## config.mk

```make
export PLATFORM = sky130hd
export DESIGN_NAME = lse_top
export DESIGN_NICKNAME = d
export VERILOG_FILES = /design/src/pkg/lse_pkg.sv /design/src/logic/lse_top.sv
export SDC_FILE = /design/constraint.sdc
export NUM_CORES = 2
export LEC_CHECK = 0
export ABC_AREA = 1
export BUFFER_PORTS_ARGS = -buffer_cell sky130_fd_sc_hd__buf_2
export CORE_MARGIN = 3
export CORE_UTILIZATION = 40
export CTS_BUF_LIST = sky130_fd_sc_hd__clkbuf_8
export CTS_CLUSTER_SIZE = 8
export DETAILED_ROUTE_END_ITERATION = 7
export PLACE_DENSITY_LB_ADDON = 0.1
export SKIP_LAST_GASP = 1
export SLEW_MARGIN = 20
export SYNTH_ARGS = -nofsm -noshare
export SYNTH_HDL_FRONTEND = slang
export SYNTH_SLANG_ARGS = --single-unit
```

## constraint.sdc

```tcl
create_clock -name clk -period 2.45 [get_ports clk]
set_clock_uncertainty 0.05 [all_clocks]
set_input_delay 0.3675 -clock clk [delete_from_list [all_inputs] [get_ports clk]]
set_output_delay 0.3675 -clock clk [all_outputs]
set_load 0.005 [all_outputs]
```

## src/pkg/lse_pkg.sv

```systemverilog
package lse_pkg;

   localparam int unsigned CLK_HZ        = 40_000_000;
   localparam int unsigned MS_PER_S      = 1000;
   localparam int unsigned MS_CYCLES_DEF = CLK_HZ / MS_PER_S;
   localparam int unsigned NUM_ENG       = 3;
   localparam int unsigned PROG_DEPTH    = 16;

   // register map
   localparam logic [7:0] ADDR_ENABLE   = 8'h00;
   localparam logic [7:0] ADDR_DUTY0    = 8'h02;
   localparam logic [7:0] ADDR_PC0      = 8'h09;
   localparam logic [7:0] ADDR_STATUS   = 8'h0C;
   localparam logic [7:0] ADDR_PROG0    = 8'h40;
   localparam logic [7:0] ADDR_PROG_END = 8'hA0;

   // exec mode field of engine i sits at EXEC_LSB0 - EXEC_STRIDE*i
   localparam int unsigned EXEC_LSB0   = 4;
   localparam int unsigned EXEC_STRIDE = 2;
   localparam int unsigned TRIG_EXT    = 3;

   // instruction argument fields
   localparam int unsigned RAMP_DOWN_BIT  = 12;
   localparam int unsigned RAMP_STEPS_LSB = 5;
   localparam int unsigned RAMP_TIME_LSB  = 0;
   localparam int unsigned RAMP_UNIT_SH   = 5;
   localparam int unsigned BR_COUNT_LSB   = 7;
   localparam int unsigned TRIG_WAIT_LSB  = 4;
   localparam int unsigned END_RST_BIT    = 1;
   localparam int unsigned END_INT_BIT    = 0;

   localparam logic [7:0] LEVEL_MAX = 8'hFF;
   localparam logic [7:0] LEVEL_MIN = 8'h00;

   typedef enum logic [1:0] {
      MODE_HOLD  = 2'b00,
      MODE_STEP  = 2'b01,
      MODE_RUN   = 2'b10,
      MODE_HOLD2 = 2'b11
   } lse_mode_t;

   typedef enum logic [2:0] {
      OP_RAMP   = 3'b000,
      OP_WAIT   = 3'b001,
      OP_BRANCH = 3'b010,
      OP_SETPWM = 3'b011,
      OP_START  = 3'b100,
      OP_TRIG   = 3'b101,
      OP_END    = 3'b110,
      OP_NONE   = 3'b111
   } lse_op_t;

   typedef struct packed {
      lse_op_t     op;
      logic [12:0] arg;
   } lse_instr_t;

   typedef struct packed {
      logic [3:0] pc;
      logic [5:0] loops;
      logic [7:0] level;
      logic [9:0] tmr;
      logic [6:0] steps;
      logic       busy;
      logic [3:0] pend;
   } lse_eng_t;

   typedef struct packed {
      lse_eng_t [NUM_ENG-1:0] eng;
      logic [7:0]             enable;
      logic [NUM_ENG-1:0]     status;
      logic                   int_b;
      logic [2:0]             ext_sync;
      logic                   ext_out;
      logic [15:0]            ms_cnt;
      logic                   ms_tick;
      logic [7:0]             rdata;
   } lse_state_t;

endpackage : lse_pkg

```

## src/logic/lse_top.sv

```systemverilog
// Behaviour
// a ramp moves the level from its present value through a signed step count (2 to 128) over the set duration; code gives 1 to 128.
// a wait halts the program for 1 to 999 ms and then goes on with the next instruction.
// a branch loads a target step into the program counter, repeating count times, zero meaning forever.
// a set-level instruction loads the 8-bit level at once.
// a start instruction clears the program counter and runs on from the first instruction.
// a trigger can wait for and/or send a trigger to red, green, blue or external, stalling while waiting.
// one trigger instruction can send to several channels at once and also wait on another.
// an end instruction stops the engine and may raise the interrupt pin, reset the counter, or both.
// three independent engines run their own programs for red, green and blue.
// the red exec-mode field is bits 5:4 of the enable register at address zero, host readable and writable.
// a ramp changes the level by one per step, with steps evenly spaced over the duration.
module lse_top
   import lse_pkg::*;
#(
   parameter int unsigned MS_CYCLES = MS_CYCLES_DEF
)(
   input  wire logic                      clk,
   input  wire logic                      rst_b,
   input  wire logic [7:0]                addr,
   input  wire logic [7:0]                wdata,
   input  wire logic                      we,
   input  wire logic                      re,
   output logic      [7:0]                rdata,
   input  wire logic                      trig_ext_in,
   output logic                           trig_ext_out,
   output logic                           int_b,
   output logic      [NUM_ENG-1:0][7:0]   pwm
);

   ////////////////////////////////////////////////////////////////////////////
   // program store, one section per engine

   logic [15:0] prog_q [NUM_ENG][PROG_DEPTH];
   logic [7:0]  poff;
   logic        prog_hit;
   logic [1:0]  pe;
   logic [3:0]  ps;
   logic        pb;

   assign poff     = addr - ADDR_PROG0;
   assign prog_hit = (addr >= ADDR_PROG0) && (addr < ADDR_PROG_END);
   assign pe       = poff[6:5];
   assign ps       = poff[4:1];
   assign pb       = poff[0];

   // no reset on the store: software loads it before running an engine
   always_ff @(posedge clk)
   begin
      if (we && prog_hit)
      begin
         if (pb)
            prog_q[pe][ps][7:0] <= wdata;
         else
            prog_q[pe][ps][15:8] <= wdata;
      end
   end

   ////////////////////////////////////////////////////////////////////////////
   // engine state

   lse_state_t s_q;
   lse_state_t s_d;

   function automatic int unsigned exec_lsb(input int unsigned i);
      exec_lsb = EXEC_LSB0 - EXEC_STRIDE * i;
   endfunction : exec_lsb

   function automatic logic [9:0] ramp_reload(input lse_instr_t ins);
      logic [4:0] f;
      f = ins.arg[RAMP_TIME_LSB +: 5];
      // one unit is 32 ms, so the longest step stays under one second
      ramp_reload = (f == 5'h00) ? 10'h001 : {f, 5'h00};
   endfunction : ramp_reload

   always_comb
   begin
      lse_instr_t          ins;
      logic                adv;
      logic                done;
      logic                ext_edge;
      logic [1:0]          md;
      logic [9:0]          wt;
      logic [5:0]          cnt;
      logic [3:0]          wm;
      logic [3:0]          snd [NUM_ENG];
      ins      = '0;
      adv      = 1'b0;
      done     = 1'b0;
      md       = 2'b00;
      wt       = 10'h000;
      cnt      = 6'h00;
      wm       = 4'h0;
      snd      = '{default: 4'h0};
      s_d      = s_q;
      ext_edge = s_q.ext_sync[1] & ~s_q.ext_sync[2];

      s_d.ext_sync = {s_q.ext_sync[1:0], trig_ext_in};
      s_d.ext_out  = 1'b0;
      s_d.rdata    = 8'h00;
      s_d.ms_tick  = 1'b0;
      if (s_q.ms_cnt == 16'(MS_CYCLES - 1))
      begin
         s_d.ms_cnt  = 16'h0000;
         s_d.ms_tick = 1'b1;
      end
      else
         s_d.ms_cnt = s_q.ms_cnt + 16'h0001;

      // write-one-to-clear first, so an engine setting a flag now wins
      if (we && addr == ADDR_STATUS)
         s_d.status = s_q.status & ~wdata[NUM_ENG-1:0];

      for (int unsigned i = 0; i < NUM_ENG; i++)
      begin
         snd[i] = 4'h0;
         adv    = 1'b0;
         done   = 1'b0;
         ins    = lse_instr_t'(prog_q[i][s_q.eng[i].pc]);
         md     = s_q.enable[exec_lsb(i) +: 2];
         if (md == MODE_RUN || md == MODE_STEP)
         begin
            case (ins.op)
               OP_RAMP:
               begin
                  if (!s_q.eng[i].busy)
                  begin
                     s_d.eng[i].busy  = 1'b1;
                     s_d.eng[i].steps = ins.arg[RAMP_STEPS_LSB +: 7];
                     s_d.eng[i].tmr   = ramp_reload(ins);
                  end
                  else if (s_q.ms_tick)
                  begin
                     if (s_q.eng[i].tmr > 10'h001)
                        s_d.eng[i].tmr = s_q.eng[i].tmr - 10'h001;
                     else
                     begin
                        // one unit per step, saturating at the rails
                        if (ins.arg[RAMP_DOWN_BIT])
                        begin
                           if (s_q.eng[i].level != LEVEL_MIN)
                              s_d.eng[i].level = s_q.eng[i].level - 8'h01;
                        end
                        else if (s_q.eng[i].level != LEVEL_MAX)
                           s_d.eng[i].level = s_q.eng[i].level + 8'h01;
                        if (s_q.eng[i].steps == 7'h00)
                        begin
                           s_d.eng[i].busy = 1'b0;
                           adv             = 1'b1;
                        end
                        else
                        begin
                           s_d.eng[i].steps = s_q.eng[i].steps - 7'h01;
                           s_d.eng[i].tmr   = ramp_reload(ins);
                        end
                     end
                  end
               end
               OP_WAIT:
               begin
                  wt = ins.arg[9:0];
                  if (!s_q.eng[i].busy)
                  begin
                     s_d.eng[i].busy = 1'b1;
                     s_d.eng[i].tmr  = (wt == 10'h000) ? 10'h001 : wt;
                  end
                  else if (s_q.ms_tick)
                  begin
                     if (s_q.eng[i].tmr > 10'h001)
                        s_d.eng[i].tmr = s_q.eng[i].tmr - 10'h001;
                     else
                     begin
                        s_d.eng[i].busy = 1'b0;
                        adv             = 1'b1;
                     end
                  end
               end
               OP_BRANCH:
               begin
                  // one loop counter per engine: nested counted loops are not supported
                  cnt  = ins.arg[BR_COUNT_LSB +: 6];
                  done = 1'b1;
                  if (cnt == 6'h00)
                     s_d.eng[i].pc = ins.arg[3:0];
                  else if (s_q.eng[i].loops == cnt)
                  begin
                     s_d.eng[i].loops = 6'h00;
                     adv              = 1'b1;
                  end
                  else
                  begin
                     s_d.eng[i].loops = s_q.eng[i].loops + 6'h01;
                     s_d.eng[i].pc    = ins.arg[3:0];
                  end
               end
               OP_SETPWM:
               begin
                  s_d.eng[i].level = ins.arg[7:0];
                  adv              = 1'b1;
               end
               OP_START:
               begin
                  s_d.eng[i].pc    = 4'h0;
                  s_d.eng[i].loops = 6'h00;
                  done             = 1'b1;
               end
               OP_TRIG:
               begin
                  wm = ins.arg[TRIG_WAIT_LSB +: 4];
                  if (!s_q.eng[i].busy)
                  begin
                     snd[i] = ins.arg[3:0];
                     if (wm == 4'h0)
                        adv = 1'b1;
                     else
                        s_d.eng[i].busy = 1'b1;
                  end
                  else if ((s_q.eng[i].pend & wm) == wm)
                  begin
                     s_d.eng[i].pend = s_q.eng[i].pend & ~wm;
                     s_d.eng[i].busy = 1'b0;
                     adv             = 1'b1;
                  end
               end
               OP_END:
               begin
                  s_d.enable[exec_lsb(i) +: 2] = MODE_HOLD;
                  if (ins.arg[END_INT_BIT])
                     s_d.status[i] = 1'b1;
                  if (ins.arg[END_RST_BIT])
                  begin
                     s_d.eng[i].pc    = 4'h0;
                     s_d.eng[i].loops = 6'h00;
                  end
               end
               default:
                  s_d.enable[exec_lsb(i) +: 2] = MODE_HOLD;
            endcase
            if (adv)
               s_d.eng[i].pc = s_q.eng[i].pc + 4'h1;
            if ((adv || done) && md == MODE_STEP)
               s_d.enable[exec_lsb(i) +: 2] = MODE_HOLD;
         end
      end

      // deliver triggers after the waits consumed theirs, so arrivals are kept
      for (int unsigned d = 0; d < NUM_ENG; d++)
      begin
         for (int unsigned src = 0; src < NUM_ENG; src++)
         begin
            if (snd[src][d])
               s_d.eng[d].pend[src] = 1'b1;
         end
         if (ext_edge)
            s_d.eng[d].pend[TRIG_EXT] = 1'b1;
      end
      for (int unsigned src = 0; src < NUM_ENG; src++)
      begin
         if (snd[src][TRIG_EXT])
            s_d.ext_out = 1'b1;
      end

      ////////////////////////////////////////////////////////////////////////
      // host writes override engine updates of the same field

      if (we)
      begin
         if (addr == ADDR_ENABLE)
            s_d.enable = wdata;
         for (int unsigned i = 0; i < NUM_ENG; i++)
         begin
            if (addr == ADDR_DUTY0 + 8'(i))
               s_d.eng[i].level = wdata;
            if (addr == ADDR_PC0 + 8'(i))
            begin
               s_d.eng[i].pc    = wdata[3:0];
               s_d.eng[i].busy  = 1'b0;
               s_d.eng[i].loops = 6'h00;
            end
         end
      end

      if (re)
      begin
         if (addr == ADDR_ENABLE)
            s_d.rdata = s_q.enable;
         else if (addr == ADDR_STATUS)
            s_d.rdata = {5'h00, s_q.status};
         else if (prog_hit && pe != 2'b11)
            s_d.rdata = pb ? prog_q[pe][ps][7:0] : prog_q[pe][ps][15:8];
         for (int unsigned i = 0; i < NUM_ENG; i++)
         begin
            if (addr == ADDR_DUTY0 + 8'(i))
               s_d.rdata = s_q.eng[i].level;
            if (addr == ADDR_PC0 + 8'(i))
               s_d.rdata = {4'h0, s_q.eng[i].pc};
         end
      end

      s_d.int_b = ~|s_d.status;
   end

   always_ff @(posedge clk or negedge rst_b)
   begin
      if (!rst_b)
      begin
         s_q       <= '0;
         s_q.int_b <= 1'b1;
      end
      else
         s_q <= s_d;
   end

   ////////////////////////////////////////////////////////////////////////////
   // outputs, all straight from the state register

   assign rdata        = s_q.rdata;
   assign trig_ext_out = s_q.ext_out;
   assign int_b        = s_q.int_b;

   for (genvar g = 0; g < NUM_ENG; g++)
   begin : g_pwm
      assign pwm[g] = s_q.eng[g].level;
   end

endmodule : lse_top

```

# == Word-level counts from Yosys, hierarchy flattened ==
# Memories as Yosys holds them, arrays and structs flattened.
# Cells that the tools add are included.
# op_classes
n_addsub,20
magnitude_cmp,10
n_eq_ne,63
muxes,506
n_bitwise,273
n_reduce_logical,114
# op_table
operator,n
256-bit two-way mux,2
1-bit two-way mux,353
8-bit two-way mux,33
16-bit binary-select mux with 4-bit select,4
1-bit OR,256
10-bit two-way mux,24
16-bit two-way mux,10
16-bit demux with 4-bit select,2
40-bit two-way mux,3
18-bit two-way mux,6
2-bit nonzero test,51
4-bit two-way mux,24
10-bit case mux with 3 select lines,3
26-bit two-way mux,3
10-bit case mux with 2 select lines,3
17-bit two-way mux,3
6-bit two-way mux,8
8-bit case mux with 2 select lines,3
4-bit AND reduction,12
"8-bit by 4-bit == test with 1-bit output, second input constant",4
"10-bit by 1-bit > comparator with 1-bit output, second input constant",3
10-bit zero test,3
"10-bit by 1-bit subtractor with 10-bit output, second input constant",3
"3-bit == test, second input constant",9
other kinds (53),161
# totals
regBits,161
ramBits,768
output_inout_bits,34
elab_cells,1026
n_memories,1
# memory_table
memory,depth,word_bits,rd,rd_clocked_by_memory_dff,write_ports,line_no,text
prog_q,3,256,4,0,1,lse_top.sv:34,logic [15:0] prog_q [NUM_ENG][PROG_DEPTH];

# == Depth between registers and ports, before layout ==
# logic_depth
depth_word,16
depth_mapped,22
mapped_depth_nobuf,20

# == Least setup slack after synthesis ==
# Ideal clock, no wire load.
# synth_timing
kind,input to register
start,input addr[5]
end,"memory prog_q[1][80] (netlist name), enable pin"
arrival_time_ns,2.102
t_required_ns,2.030
slack_ns,-0.072
cell_stages,7
path_buffers,2
cell_sequence,buf_2 > o21ai_0 > o21ai_0 > nor3_1 > clkbuf_1 > nand2_1 > nor2_1
# synth_via
elab_chain_cells,6
elab_cells_between_ends,10
cone_classes,add/sub (1); order compare (2); mux (4); bitwise (1); reduce/logical (2)
# synth_lines
item,line_no,text
"start, declared",lse_top.sv:20,"input wire logic [7:0] addr,"
8-bit by 7-bit >= comparator with 1-bit output / 8-bit < comparator (equally long branches),lse_top.sv:42,assign prog_hit = (addr >= ADDR_PROG0) && (addr < ADDR_PROG_END);
1-bit logical AND,lse_top.sv:42,
1-bit logical AND,lse_top.sv:50,if (we && prog_hit)
1-bit two-way mux,lse_top.sv:50,
256-bit two-way mux (on tied branches),"lse_top.sv:53, lse_top.sv:55",
1-bit OR (no line),-,
"end, declared",lse_top.sv:34,
# Parallel ways exist; a longest one is shown, timed or not.

==> results_dict.tcl <==
set metrics [dict create \
    dr.max_layer_used "met5" \
    synthDominantCellAreaShare 0.5145 \
    yosysUniqueCellTypes 69 \
    hold_end "prog_q[0][12]$_DFFE_PP_" \
    run_status "complete, but fails checks" \
    drt-wirelength-per-cell_um 27.28 \
    critical_path_class "reg -> reg" \
    vdd_ir_drop_max_v 0.0006311 \
    synth.cells.most_frequent "sky130_fd_sc_hd__nand2_1 (1534), sky130_fd_sc_hd__edfxtp_1 (1024), sky130_fd_sc_hd__nor2_1 (641)" \
    dpl_cell_area_sq_mm 0.07285 \
    net_switching_component_of_the_power_mw 39.13 \
    synth.yosys.warnings 0 \
    timing.critical_path.mode_cell "sky130_fd_sc_hd__nand2_1" \
    synth-async-reset-ratio 0.1359 \
    clock-sinks 1185 \
    grt_max_degree 75 \
    avgSynthCellArea_sq_um 9.349 \
    timing.max_cap.violations 0 \
    synth.ff_latch_count 1185 \
    synthesis.area_sq_mm 0.05977 \
    flow.area_growth_from_synthesis_pct 35.86 \
    path_clk_slew_ns 0.06 \
    clk-insertion-delay-late_ns 0.97 \
    final_layout_size_suffix_gt1_frac 0.2750 \
    tritoncts "yes" \
    yosys.cell_count.top_type "sky130_fd_sc_hd__nand2_1" \
    synth_top_family_by_area "simple AND/OR/NAND/NOR gates" \
    finalSetupViolCount 137 \
    grt_first_pass_wirelength_um 378000 \
    max-slew-margin-rel 0.5417 \
    post-route-cell-area_sq_mm 0.08120 \
    setup_slack_ns -0.6745 \
    cp_top_family "simple AND/OR/NAND/NOR gates" \
    final.hold.worst_slack_ns 0.2358 \
    fp.dieH_um 392.5 \
    synth_simple_gate_area_share 0.1935 \
    violations "setup timing" \
    power.share.combinational 0.534 \
    detailedPlacementHpwl_um 199400 \
    setup_tns_final_ns -56.06 \
    critical_path_fanout_max 14 \
    top_level_ports 55 \
    synth-xor-area-share 0.008499 \
    worstPathRequired_ns 3.23 \
    fp.dieArea_sq_mm 0.1541 \
    hp-class "in -> reg" \
    cellPowerDensity_mw_per_mm2 1115 \
    leakage_power_summed_over_all_cells_nw 34.16 \
    initial_core_util 0.4038 \
    ant_nets 0 \
    finalWorstPathRequiredPeriod_ns 3.124 \
    wl_met1_um 111900 \
    timing.critical_path.to_type "register" \
    share_clk_of_total_power 0.198 \
    fmax_mhz 320.1 \
    synth_fa_ha_area_frac 0.006490 \
    netlist_instances 6393 \
    switching_part_of_the_total_power 0.4321 \
    arrival_ns 3.90 \
    fin_nets 8021 \
    timing.critical_path.buf_inv 2 \
    drt_first_iter_violations 7566 \
    final.fill_count 13470 \
    cpPeakStageDelay_ns 0.63 \
    drv_slew 0 \
    fp.coreArea_sq_mm 0.1480 \
    totalPowerFinal_mw 90.56 \
    netlist.top_cell.by_area "sky130_fd_sc_hd__edfxtp_1" \
    start_of_the_worst_register_to_register_path "s_q[77]$_DFF_PN0_" \
    synth.top_cells.by_area "sky130_fd_sc_hd__edfxtp_1 (51%), sky130_fd_sc_hd__nand2_1 (9.6%), sky130_fd_sc_hd__dfrtp_1 (6.7%), sky130_fd_sc_hd__o21ai_0 (4.6%), sky130_fd_sc_hd__nor2_1 (4.0%)" \
    std_cell_rows 141 \
    totalWireLength_um 274700 \
    hold_path_startpoint "wdata[4]" \
    route.met2.wl_um 119500 \
    synth_mux_area_frac 0 \
    cts_buffers 209 \
    port_buffers 54 \
    cts.root.buffer_cell "sky130_fd_sc_hd__clkbuf_8" \
    synthFlopType "sky130_fd_sc_hd__edfxtp_1" \
    remaining_routing_drc_violations 0 \
    internal_power_mw 51.43 \
    vias 57020 \
    final_min_period_over_clock_period 1.275 \
    tightestPinTransition_ns 0.6874 \
    die-width_um 392.5 \
    gr-total-overflow 0 \
    total_met3_wirelength_after_detailed_routing_um 28790 \
    seq_area_frac_synth 0.5819 \
    layoutNonFillerInstCount 10070 \
    rr_endpoint "s_q[77]$_DFF_PN0_" \
    first_global_vias 53200 \
    detail_route.first_pass.iterations 6 \
    cp_max_stage_cell "sky130_fd_sc_hd__dfrtp_4" \
    grt_use_total 0.3425 \
    initial_antenna_violation_count 10 \
    report.final.hold_viol_count 0 \
    r2r_cells 20 \
    synth_area_in_compound_gates 0.1425 \
    synth_edf_count 1024 \
    routed_via_density 5.661 \
    start_kind "register" \
    count_of_h_tree_levels_built_during_cts 4 \
    gp_congestion 1.005 \
    grt_setup_unrepaired "true" \
    critical_path.cell_chain "buf_8 -> buf_8 -> nand2_1 -> nand3_1 -> nand2_1 -> nor2_1 -> nand2_2 -> nand2_4 -> nand2_1 -> nand2_1 -> nor2_2 -> nand2_2 -> nand2_2 -> a21oi_4 -> nand3_4 -> nand2_2 -> nand2_1 -> nor2_1 -> nor2_1 -> nor2_1" \
    r2r_slack_ns -0.67 \
    place_inst 9551 \
    clock_tree.buffer_depth 3 \
    whs_path_depth 2 \
    seq_power_share 0.268 \
]
==> worst max-delay path by stage <==
stage,from,end,slack [ns],cells after the start
2_1_floorplan,addr[5],prog_q[1][80]$_DFFE_PP_,-0.07,7
3_3_place_gp,addr[6],rdata[5]$_DFF_PN0_,-1.57,19
3_5_place_dp,addr[6],rdata[5]$_DFF_PN0_,-1.55,19
4_1_cts,s_q[117]$_DFF_PN0_,s_q[93]$_DFFE_PN0P_,-0.56,15
5_1_grt,s_q[77]$_DFF_PN0_,s_q[77]$_DFF_PN0_,-0.73,20
6_report,s_q[77]$_DFF_PN0_,s_q[77]$_DFF_PN0_,-0.67,20
==> cell type report <==
type / count / area [sq um] / area share
antenna: 5 / 12.51 / 0.0001541
clock buffer: 217 / 2987 / 0.03678
clock inverter: 162 / 960.9 / 0.01183
inverter: 565 / 2238 / 0.02757
multi-input combinational: 4527 / 24070 / 0.2964
sequential: 1185 / 34800 / 0.4286
tap: 1930 / 2415 / 0.02974
timing repair buffer: 1480 / 13710 / 0.1689
timing repair inverter: 1 / 3.754 / 0.00004623
==> layout by cell type (no fill, tap or decap), types with 217 or more instances in the layout <==
master                     netlist  layout
sky130_fd_sc_hd__nand3_1       394     277
sky130_fd_sc_hd__nand2_1      1534    1432
sky130_fd_sc_hd__nor2_1        641     583
sky130_fd_sc_hd__edfxtp_1     1024    1024
sky130_fd_sc_hd__clkbuf_8        0     217
sky130_fd_sc_hd__conb_1          1     256
sky130_fd_sc_hd__a22oi_1       300     294
sky130_fd_sc_hd__a21oi_1       260     226
sky130_fd_sc_hd__o21ai_0       548     461
sky130_fd_sc_hd__buf_4          51    1153
sky130_fd_sc_hd__inv_1         522     581
==> power groups by stage <==
stage | registers (mW) | logic [mW] | clock network [mW]
5_1_grt | 24.4 | 50.7 | 19.1
3_3_place_gp | 24.6 | 38.0 | 0
2_1_floorplan | 24.1 | 17.6 | 0
3_5_place_dp | 24.6 | 38.0 | 0
4_1_cts | 24.2 | 42.0 | 18.2
6_report | 24.3 | 48.4 | 17.9
==> sequential cells by signal, indices dropped and copies added, names as in the netlist <==
name and cells:
s_d 2, pwm 24, s_q 125, prog_q 1024, trig_ext_out 1, rdata 8
int_b 1
==> repair_timing <==
action	CTS	global route
endpoints found under the setup margin	139	140
endpoints found under the hold margin	749	0
gates cloned	10	17
pin swaps	78	175
setup buffers	43	70
hold buffers	15	0
gates resized for setup	349	435
==> cells by family (layout without fill, tap and decap cells) <==
family / count (synthesis) / in the layout
other: 1 / 261
AOI/OAI and AO/OA: 1405 / 1405
xor gates and xnor gates: 58 / 58
and+or+nand+nor: 2777 / 2777
buffers and inverters: 936 / 2425
adders and majority gates: 31 / 31
DFF: 1185 / 1185
==> stage by stage <==
step                  util  setup WS [ns]
floorplan                -       -0.07223
global placement    0.4922         -1.567
detailed placement  0.4922         -1.546
CTS                 0.5321        -0.5578
global route        0.5485        -0.7349
finish              0.5486        -0.6745
==> per-layer routing <==
layer	global-route usage	vias up
met5	0	-
met4	0.1548	4
met3	0.06878	643
met2	0.5125	3443
met1	0.4802	27740
li1	-	25180
Note: power is estimated with default switching activity, not from simulation.
